<file path="config.mk">
export PLATFORM = sky130hd
export DESIGN_NAME = ncd_transfer_decode
export DESIGN_NICKNAME = d
export VERILOG_FILES = /design/src/ncd_pkg.sv /design/src/ncd_transfer_decode.sv /design/src/ncd_y_step.sv /design/src/ncd_second_word.sv
export SDC_FILE = /design/constraint.sdc
export NUM_CORES = 1
export LEC_CHECK = 0
export ABC_AREA = 1
export BUFFER_PORTS_ARGS = -buffer_cell sky130_fd_sc_hd__buf_2
export CAP_MARGIN = 20
export CORE_MARGIN = 1
export CORE_UTILIZATION = 53
export CTS_BUF_LIST = sky130_fd_sc_hd__clkbuf_4 sky130_fd_sc_hd__clkbuf_8 sky130_fd_sc_hd__clkbuf_16
export CTS_CLUSTER_SIZE = 28
export DETAILED_ROUTE_END_ITERATION = 10
export GPL_TIMING_DRIVEN = 0
export PLACE_DENSITY_LB_ADDON = 0.1
export RECOVER_POWER = 25
export SLEW_MARGIN = 25
export SYNTH_ARGS = -nofsm -noshare
export SYNTH_HDL_FRONTEND = slang
export SYNTH_SLANG_ARGS = --single-unit
</file>
<file path="constraint.sdc">
create_clock -name clk_i -period 1.9 [get_ports clk_i]
set_input_delay 0.19 -clock clk_i [delete_from_list [all_inputs] [get_ports clk_i]]
set_output_delay 0.19 -clock clk_i [all_outputs]
set_load 0.02 [all_outputs]
</file>
<file path="src/ncd_pkg.sv">
// Constants, opcodes and enumerations of the nibble core transfer decoder.
// Assumes 9-bit instruction words and a 4-bit data path.
package ncd_pkg;
  localparam int unsigned WORD_W = 9;
  localparam int unsigned GROUP_LSB = 4;
  localparam int unsigned NIB_W = 4;
  localparam int unsigned X_W = 2;
  localparam int unsigned E_W = 8;
  localparam int unsigned PAGE_W = 3;
  localparam int unsigned ADDR_W = 7;

  // First words, full nine bits
  localparam logic [8:0] OP_COPY_B_TO_ACC = 9'h01E;
  localparam logic [8:0] OP_COPY_ACC_TO_B = 9'h00E;
  localparam logic [8:0] OP_COPY_Y_TO_ACC = 9'h01F;
  localparam logic [8:0] OP_COPY_ACC_TO_Y = 9'h00C;
  localparam logic [8:0] OP_LOAD_EXT = 9'h01A;
  localparam logic [8:0] OP_READ_EXT = 9'h02A;
  localparam logic [8:0] OP_LOAD_PAGE = 9'h029;
  localparam logic [8:0] OP_INC_Y = 9'h013;
  localparam logic [8:0] OP_DEC_Y = 9'h017;
  localparam logic [8:0] OP_FAR_JUMP_LO = 9'h001;
  localparam logic [8:0] OP_PAGED_FAR_JUMP = 9'h010;
  localparam logic [8:0] OP_PAGED_FAR_CALL = 9'h050;
  localparam logic [8:0] OP_COMPARE_IMM = 9'h025;
  localparam logic [8:0] OP_DIGIT_TEST = 9'h024;
  // Five-bit groups
  localparam logic [4:0] GRP_FAR_JUMP = 5'h03;
  localparam logic [4:0] GRP_FAR_CALL = 5'h07;
  localparam logic [4:0] GRP_MEM = 5'h06;
  // Pointer immediate: top three bits 011
  localparam logic [2:0] LXY_TOP = 3'h3;
  // Memory group: low nibble bits 3:2 select the form
  localparam logic [1:0] MEM_EXCH = 2'h0;
  localparam logic [1:0] MEM_LOAD = 2'h1;
  localparam logic [1:0] MEM_EXCH_INC = 2'h2;
  localparam logic [1:0] MEM_EXCH_DEC = 2'h3;

  // Second-word formats
  localparam logic [1:0] SW_JUMP_TOP = 2'h3;
  localparam logic [1:0] SW_CALL_TOP = 2'h2;
  localparam logic [4:0] SW_COMPARE_TOP = 5'h0B;
  localparam logic [8:0] SW_DIGIT_TEST = 9'h02B;

  localparam logic [3:0] Y_MAX = 4'hF;
  localparam logic [3:0] Y_ZERO = 4'h0;

  typedef enum logic [2:0] {
    NCD_SW_NONE,
    NCD_SW_FAR_JUMP,
    NCD_SW_FAR_CALL,
    NCD_SW_PAGED_JUMP,
    NCD_SW_PAGED_CALL,
    NCD_SW_COMPARE,
    NCD_SW_DIGIT
  } ncd_sw_kind_e;

  typedef enum logic {
    NCD_ST_FIRST,
    NCD_ST_SECOND
  } ncd_state_e;
endpackage

</file>
<file path="src/ncd_transfer_decode.sv">
// Transfer and pointer instruction decoder of the nibble core.
// Assumes program memory presents one word per instr_valid_i pulse and
// the data RAM answers a read combinationally from ram_addr_o.
`timescale 1ns/1ps
module ncd_transfer_decode (
  input wire logic clk_i,
  input wire logic sys_rst_i,
  input wire logic instr_valid_i,
  input wire logic [8:0] instr_i,
  input wire logic [3:0] ram_rdata_i,
  output logic [5:0] ram_addr_o,
  output logic [3:0] ram_wdata_o,
  output logic ram_we_o,
  output logic [3:0] acc_o,
  output logic [3:0] b_o,
  output logic [1:0] x_o,
  output logic [3:0] y_o,
  output logic [7:0] ext_o,
  output logic [2:0] page_reg_o,
  output logic carry_flag_o,
  output logic skip_pending_o,
  output logic skipped_o,
  output logic other_o,
  output logic sw_valid_o,
  output logic sw_error_o,
  output logic [2:0] sw_kind_o,
  output logic [6:0] sw_addr_o,
  output logic [2:0] sw_page_o,
  output logic [3:0] sw_imm_o
);
  ncd_pkg::ncd_state_e state_reg, state_next;
  ncd_pkg::ncd_sw_kind_e kind_reg, kind_next;
  logic sw_drop_reg, sw_drop_next;
  logic [3:0] acc_reg, acc_next;
  logic [3:0] b_reg, b_next;
  logic [1:0] x_reg, x_next;
  logic [3:0] y_reg, y_next;
  logic [7:0] ext_reg, ext_next;
  logic [2:0] page_reg, page_next;
  logic carry_flag_reg;
  logic skip_reg, skip_next;
  logic lxy_prev_reg, lxy_prev_next;
  logic skipped_reg, skipped_next;
  logic other_reg, other_next;
  logic sw_valid_reg, sw_valid_next;
  logic sw_error_reg, sw_error_next;
  logic [2:0] sw_kind_reg, sw_kind_next;
  logic [6:0] sw_addr_reg, sw_addr_next;
  logic [2:0] sw_page_reg, sw_page_next;
  logic [3:0] sw_imm_reg, sw_imm_next;

  logic [4:0] group;
  logic [3:0] low;
  logic is_lxy;
  logic is_mem;
  logic [1:0] mem_form;
  logic step_dec;
  logic [3:0] y_stepped;
  logic y_wrap;
  logic sw_ok;
  logic [6:0] sw_addr;
  logic [2:0] sw_page;
  logic [3:0] sw_imm;
  ncd_pkg::ncd_sw_kind_e first_kind;
  logic exec;

  assign group = instr_i[8:ncd_pkg::GROUP_LSB];
  assign low = instr_i[3:0];
  assign is_lxy = (instr_i[8:6] == ncd_pkg::LXY_TOP);
  assign is_mem = (group == ncd_pkg::GRP_MEM);
  assign mem_form = low[3:2];
  // Pointer follows X and Y immediately, so a change redirects the next access
  assign ram_addr_o = {x_reg, y_reg};
  assign ram_wdata_o = acc_reg;

  // Which second word the current first word announces
  always_comb begin
    first_kind = ncd_pkg::NCD_SW_NONE;
    if (group == ncd_pkg::GRP_FAR_JUMP ||
        instr_i == ncd_pkg::OP_FAR_JUMP_LO) begin
      first_kind = ncd_pkg::NCD_SW_FAR_JUMP;
    end else if (group == ncd_pkg::GRP_FAR_CALL) begin
      first_kind = ncd_pkg::NCD_SW_FAR_CALL;
    end else if (instr_i == ncd_pkg::OP_PAGED_FAR_JUMP) begin
      first_kind = ncd_pkg::NCD_SW_PAGED_JUMP;
    end else if (instr_i == ncd_pkg::OP_PAGED_FAR_CALL) begin
      first_kind = ncd_pkg::NCD_SW_PAGED_CALL;
    end else if (instr_i == ncd_pkg::OP_COMPARE_IMM) begin
      first_kind = ncd_pkg::NCD_SW_COMPARE;
    end else if (instr_i == ncd_pkg::OP_DIGIT_TEST) begin
      first_kind = ncd_pkg::NCD_SW_DIGIT;
    end
  end

  assign step_dec = is_mem ? (mem_form == ncd_pkg::MEM_EXCH_DEC)
                           : (instr_i == ncd_pkg::OP_DEC_Y);

  ncd_y_step u_y_step (
    .y_i(y_reg),
    .dec_i(step_dec),
    .y_o(y_stepped),
    .wrap_o(y_wrap)
  );

  ncd_second_word u_second_word (
    .kind_i(kind_reg),
    .word_i(instr_i),
    .ok_o(sw_ok),
    .addr_o(sw_addr),
    .page_o(sw_page),
    .imm_o(sw_imm)
  );

  // A first word executes unless a skip or a pointer-immediate run blocks it
  assign exec = instr_valid_i && (state_reg == ncd_pkg::NCD_ST_FIRST) &&
                !skip_reg && !(is_lxy && lxy_prev_reg);

  // The write strobe must follow exec exactly, so skipped exchanges stay out
  always_comb begin
    ram_we_o = 1'b0;
    if (exec && is_mem && mem_form != ncd_pkg::MEM_LOAD) begin
      ram_we_o = 1'b1;
    end
  end

  always_comb begin
    state_next = state_reg;
    kind_next = kind_reg;
    sw_drop_next = sw_drop_reg;
    acc_next = acc_reg;
    b_next = b_reg;
    x_next = x_reg;
    y_next = y_reg;
    ext_next = ext_reg;
    page_next = page_reg;
    skip_next = skip_reg;
    lxy_prev_next = lxy_prev_reg;
    skipped_next = 1'b0;
    other_next = 1'b0;
    sw_valid_next = 1'b0;
    sw_error_next = 1'b0;
    sw_kind_next = sw_kind_reg;
    sw_addr_next = sw_addr_reg;
    sw_page_next = sw_page_reg;
    sw_imm_next = sw_imm_reg;
    if (instr_valid_i) begin
      case (state_reg)
        ncd_pkg::NCD_ST_FIRST: begin
          lxy_prev_next = is_lxy;
          if (first_kind != ncd_pkg::NCD_SW_NONE) begin
            // A skipped two-word instruction loses its operand too
            state_next = ncd_pkg::NCD_ST_SECOND;
            kind_next = first_kind;
            sw_drop_next = skip_reg;
          end
          if (skip_reg || (is_lxy && lxy_prev_reg)) begin
            skipped_next = 1'b1;
            skip_next = 1'b0;
          end else if (is_lxy) begin
            x_next = instr_i[5:4];
            y_next = low;
          end else if (is_mem) begin
            acc_next = ram_rdata_i;
            x_next = x_reg ^ low[1:0];
            if (mem_form == ncd_pkg::MEM_EXCH_DEC ||
                mem_form == ncd_pkg::MEM_EXCH_INC) begin
              y_next = y_stepped;
              skip_next = y_wrap;
            end
          end else begin
            case (instr_i)
              ncd_pkg::OP_COPY_B_TO_ACC: acc_next = b_reg;
              ncd_pkg::OP_COPY_ACC_TO_B: b_next = acc_reg;
              ncd_pkg::OP_COPY_Y_TO_ACC: acc_next = y_reg;
              ncd_pkg::OP_COPY_ACC_TO_Y: y_next = acc_reg;
              ncd_pkg::OP_LOAD_EXT: ext_next = {b_reg, acc_reg};
              ncd_pkg::OP_READ_EXT: begin
                b_next = ext_reg[7:4];
                acc_next = ext_reg[3:0];
              end
              // Accumulator bit 3 has no place in the page register
              ncd_pkg::OP_LOAD_PAGE: page_next = acc_reg[2:0];
              ncd_pkg::OP_INC_Y, ncd_pkg::OP_DEC_Y: begin
                y_next = y_stepped;
                skip_next = y_wrap;
              end
              default: begin
                // Two-word firsts wait for the operand before handing off
                other_next = (first_kind == ncd_pkg::NCD_SW_NONE);
              end
            endcase
          end
        end
        ncd_pkg::NCD_ST_SECOND: begin
          state_next = ncd_pkg::NCD_ST_FIRST;
          lxy_prev_next = 1'b0;
          if (sw_drop_reg) begin
            skipped_next = 1'b1;
          end else begin
            sw_valid_next = sw_ok;
            sw_error_next = !sw_ok;
            sw_kind_next = kind_reg;
            sw_addr_next = sw_addr;
            sw_page_next = sw_page;
            sw_imm_next = sw_imm;
          end
        end
        default: begin
          state_next = ncd_pkg::NCD_ST_FIRST;
        end
      endcase
    end
  end

  always_ff @(posedge clk_i) begin
    if (sys_rst_i) begin
      state_reg <= ncd_pkg::NCD_ST_FIRST;
      kind_reg <= ncd_pkg::NCD_SW_NONE;
      sw_drop_reg <= 1'b0;
      acc_reg <= 4'h0;
      b_reg <= 4'h0;
      x_reg <= 2'h0;
      y_reg <= 4'h0;
      ext_reg <= 8'h00;
      page_reg <= 3'h0;
      carry_flag_reg <= 1'b0;
      skip_reg <= 1'b0;
      lxy_prev_reg <= 1'b0;
      skipped_reg <= 1'b0;
      other_reg <= 1'b0;
      sw_valid_reg <= 1'b0;
      sw_error_reg <= 1'b0;
      sw_kind_reg <= 3'h0;
      sw_addr_reg <= 7'h00;
      sw_page_reg <= 3'h0;
      sw_imm_reg <= 4'h0;
    end else begin
      state_reg <= state_next;
      kind_reg <= kind_next;
      sw_drop_reg <= sw_drop_next;
      acc_reg <= acc_next;
      b_reg <= b_next;
      x_reg <= x_next;
      y_reg <= y_next;
      ext_reg <= ext_next;
      page_reg <= page_next;
      // No transfer here touches the carry flag
      carry_flag_reg <= carry_flag_reg;
      skip_reg <= skip_next;
      lxy_prev_reg <= lxy_prev_next;
      skipped_reg <= skipped_next;
      other_reg <= other_next;
      sw_valid_reg <= sw_valid_next;
      sw_error_reg <= sw_error_next;
      sw_kind_reg <= sw_kind_next;
      sw_addr_reg <= sw_addr_next;
      sw_page_reg <= sw_page_next;
      sw_imm_reg <= sw_imm_next;
    end
  end

  assign acc_o = acc_reg;
  assign b_o = b_reg;
  assign x_o = x_reg;
  assign y_o = y_reg;
  assign ext_o = ext_reg;
  assign page_reg_o = page_reg;
  assign carry_flag_o = carry_flag_reg;
  assign skip_pending_o = skip_reg;
  assign skipped_o = skipped_reg;
  assign other_o = other_reg;
  assign sw_valid_o = sw_valid_reg;
  assign sw_error_o = sw_error_reg;
  assign sw_kind_o = sw_kind_reg;
  assign sw_addr_o = sw_addr_reg;
  assign sw_page_o = sw_page_reg;
  assign sw_imm_o = sw_imm_reg;
endmodule

</file>
<file path="src/ncd_y_step.sv">
// Four-bit Y pointer stepper with wrap detection.
// Purely combinational; the caller registers the result.
`timescale 1ns/1ps
module ncd_y_step (
  input wire logic [3:0] y_i,
  input wire logic dec_i,
  output logic [3:0] y_o,
  output logic wrap_o
);
  always_comb begin
    if (dec_i) begin
      y_o = y_i - 4'h1;
      wrap_o = (y_o == ncd_pkg::Y_MAX);
    end else begin
      y_o = y_i + 4'h1;
      wrap_o = (y_o == ncd_pkg::Y_ZERO);
    end
  end
endmodule

</file>
<file path="src/ncd_second_word.sv">
// Second-word format checker and field extractor.
// Combinational; the kind comes from the first word already seen.
`timescale 1ns/1ps
module ncd_second_word (
  input wire ncd_pkg::ncd_sw_kind_e kind_i,
  input wire logic [8:0] word_i,
  output logic ok_o,
  output logic [6:0] addr_o,
  output logic [2:0] page_o,
  output logic [3:0] imm_o
);
  always_comb begin
    addr_o = word_i[6:0];
    page_o = word_i[2:0];
    imm_o = word_i[3:0];
    case (kind_i)
      ncd_pkg::NCD_SW_FAR_JUMP:
        ok_o = (word_i[8:7] == ncd_pkg::SW_JUMP_TOP);
      ncd_pkg::NCD_SW_FAR_CALL:
        ok_o = (word_i[8:7] == ncd_pkg::SW_CALL_TOP);
      ncd_pkg::NCD_SW_PAGED_JUMP:
        ok_o = (word_i[8:7] == ncd_pkg::SW_JUMP_TOP) && !word_i[3];
      ncd_pkg::NCD_SW_PAGED_CALL:
        ok_o = (word_i[8:7] == ncd_pkg::SW_CALL_TOP) && !word_i[3];
      ncd_pkg::NCD_SW_COMPARE:
        ok_o = (word_i[8:4] == ncd_pkg::SW_COMPARE_TOP);
      ncd_pkg::NCD_SW_DIGIT:
        ok_o = (word_i == ncd_pkg::SW_DIGIT_TEST);
      default:
        ok_o = 1'b0;
    endcase
    // Paged forms carry only the high address bits; the low part is 0ppp
    if (kind_i == ncd_pkg::NCD_SW_PAGED_JUMP ||
        kind_i == ncd_pkg::NCD_SW_PAGED_CALL) begin
      addr_o = {word_i[6:4], 4'h0};
    end
  end
endmodule

</file>
==> flow_summary.toml <==
[outcome]
run_status = "finished, final reports clean"

[synth]
ys_warn_count = 0
postSynthCellCount = 426
synth_seq_cells = 50
synth_edf_count = 0
synth_nets = 446
syn_area_per_cell_um2 = 6.86
async_flop_share_pct = 0
yosysUniqueCellTypes = 38
synthFlopType = "dfxtp_1"
netlist_area_um2 = 2920
ys_seq_area_share_pct = 34.3

[setup_path]
reg2reg_to = "sw_addr_o[0]"
endpoint_kind = "output port"
crit_type = "flip-flop to output port"
regToRegStartpoint = "state_reg"
max_stage_delay_ps = 330
r2r_cells = 8
cp_slowest_cell = "dfxtp_1"
start_kind = "flip-flop"
cp.required_ps = 1710
crit_chain = "inv_1 > nand2_1 > nor2_4 > o21ai_1 > nor3_1 > buf_2"
cp_max_fo = 4
worstPathArrival_ps = 1570
reg2reg_slack_ps = 220

[run]
maxCapViolCount = 0

[final_layout]
largest_register_ffs = 8
syn_to_final_growth_pct = 17.7
diodes = 0
fin_util_pct = 66.1
layout-drive-gt1-share_pct = 21.5
nets = 525

[sta]
relSlewSlack_pct = 61.3
finalSetupViolCount = 0
slew_violations = 0
fmaxAchievable_mhz = 567
fin_crit_ps = 1760
post-route-period-util_pct = 92.8
finalClockSkew_ps = 7.53
tightest_slew_ps = 575
hold_viol = 0
finalSetupTns_ps = 0

[pwr]
power.leakage_nw = 1.61
switching_power_uw = 587
clock_power_share_pct = 33.6
switching_share_pct = 28.8
intPower_mw = 1.45
peakVddDrop_v = 0.000391
powerDensity_nw_per_um2 = 592
p_seq_share_pct = 52.8
pwr-share-comb_pct = 13.6

[cts]
cts_tree = "yes"
clk_pin_slew_ps = 100
clock-sinks = 50
clk_path_buf_depth = 2
clock_latency_ps = 320
cts-root-buf = "clkbuf_8"
cts_buffers = 5
post_cts_buffers = 0
cts_resized = 0
htreeDepth = 2
cts_hold_buf = 0

[die]
die-width_um = 76.2
die_h_um = 76.2
ios = 75
core_um2 = 5200
fp-row-count = 26
dieArea_um2 = 5810
initial_core_util_pct = 56.1

[global_route]
grt_pass1_vias = 2777
grt_pass1_wl_um = 12900
track_usage_pct = 27.4
grt-ovfl-total = 0
antenna_found_initial = 0
grt_max_degree = 17

[detailed_routing]
route.vias.total = 3042
drc = 0
wl_per_cell_um = 13.4
first_pass_iters = 5
first_iter_violations = 250
vias_per_cell = 5.28
wirelength_um = 7710
ant_nets = 0

[min_path]
holdCritStartpoint = "ram_rdata_i[2]"
min_to = "acc_o[2]"
holdPathStages = 3
hp-class = "input port to flip-flop"

[placement]
place_congestion = 0.960
io_buffer_count = 72
hpwl_um = 5860
logic make-up (layout without fill, tap and decap cells):
family	count (synthesis)	after routing	share of synthesized area (%)
compound gates	100	100	18.6
xor+xnor	4	4	1.20
fa+ha+maj	4	4	1.71
buf+inv	74	154	12.4
flops	50	50	34.3
other cells	1	1	0.128
simple gates	193	193	31.6
placed cells by master (no fill, tap or decap), types with 2 or more instances in the layout:
cell	Yosys	final
o21ai_1	2	2
nand2_2	6	6
nand3_4	2	2
inv_1	41	41
nor2_4	3	4
ha_1	4	4
buf_4	15	15
nand2_4	2	2
clkbuf_8	0	6
buf_6	2	2
nor2_1	57	56
nand3_2	4	4
buf_2	1	47
o21ai_2	4	3
o21ai_0	40	41
a211oi_1	2	2
inv_2	8	8
nand4_1	7	7
nand3b_1	3	3
a22oi_1	4	4
nand3_1	23	23
o211ai_1	2	2
clkbuf_1	6	32
nor4_1	2	2
nor2_2	3	3
nand2_1	76	76
a21oi_2	2	2
dfxtp_1	50	50
xor2_1	3	3
a21oi_1	43	43
power by group through the flow:
stage          Clock (mW)  Combinational [mW]  Sequential (mW)
6_report            0.685               0.278             1.07
2_1_floorplan           0               0.170             1.11
3_5_place_dp            0               0.273             1.10
3_3_place_gp            0               0.271             1.10
4_1_cts             0.697               0.274             1.07
5_1_grt             0.733               0.306             1.08
area by class of cell:
type	instances	area [um^2]
clock buffers	6	82.6
plain buffers	24	163
repair buffers	72	328
flip-flops and latches	50	1000
well taps	70	87.6
fillers	507	1770
inverters	50	200
clock inverters	2	16.3
multi-input cells	302	1560
worst max path at each step:
stage                from        endpoint  slack [ps]  cells after the start
2_1_floorplan      y_o[0]  skip_pending_o         420                     10
3_3_place_gp   instr_i[2]          b_o[1]         200                      9
3_5_place_dp    sys_rst_i          b_o[0]         180                      6
4_1_cts         state_reg        ram_we_o          10                      6
5_1_grt         state_reg        ram_we_o          -5                      6
6_report        state_reg        ram_we_o         140                      6
layer usage:
metal,wire length (um),up-vias,track usage [%]
met4,119,0,8.46
met5,0,-,0
met3,500,13,3.35
met1,3630,1370,37.8
li1,-,1541,-
met2,3460,118,44.6
stage by stage:
step | setup WS (ps) | area [um^2] | instances | total power [mW] | hold WS [ps]
after floorplan | 419 | 2920 | 426 | 1.28 | 356
after global placement | 197 | 3370 | 568 | 1.37 | 450
after detailed placement | 176 | 3370 | 568 | 1.37 | 455
after CTS | 14.1 | 3470 | 576 | 2.04 | 157
after global routing | -4.81 | 3440 | 576 | 2.12 | 171
final | 136 | 3440 | 576 | 2.04 | 164
synthesized netlist by cell type (2+ instances only):
cell / n / area, um^2
nand2_2: 6 / 37.5
nor2_4: 3 / 33.8
nand2_4: 2 / 22.5
a21oi_2: 2 / 17.5
nor4_1: 2 / 12.5
inv_1: 41 / 154
buf_6: 2 / 22.5
dfxtp_1: 50 / 1000
a22oi_1: 4 / 30.0
o21ai_0: 40 / 200
nand4_1: 7 / 43.8
nand3_2: 4 / 40.0
buf_4: 15 / 113
a21oi_1: 43 / 215
nor2_2: 3 / 18.8
nand3b_1: 3 / 22.5
clkbuf_1: 6 / 22.5
nor2_1: 57 / 214
nand3_4: 2 / 35.0
nand3_1: 23 / 115
o21ai_1: 2 / 10.0
o21ai_2: 4 / 35.0
nand2_1: 76 / 285
a211oi_1: 2 / 15.0
xor2_1: 3 / 26.3
o211ai_1: 2 / 15.0
ha_1: 4 / 50.1
inv_2: 8 / 30.0
worst max-delay path, delay by kind of cell, from the launching register on:
| kind | cells | cell delay (ps) |
|---|---|---|
| simple gates | 3 | 500 |
| flops | 1 | 330 |
| buf+inv | 2 | 310 |
| compound gates | 1 | 130 |
Power figures use the tool's default switching activity.
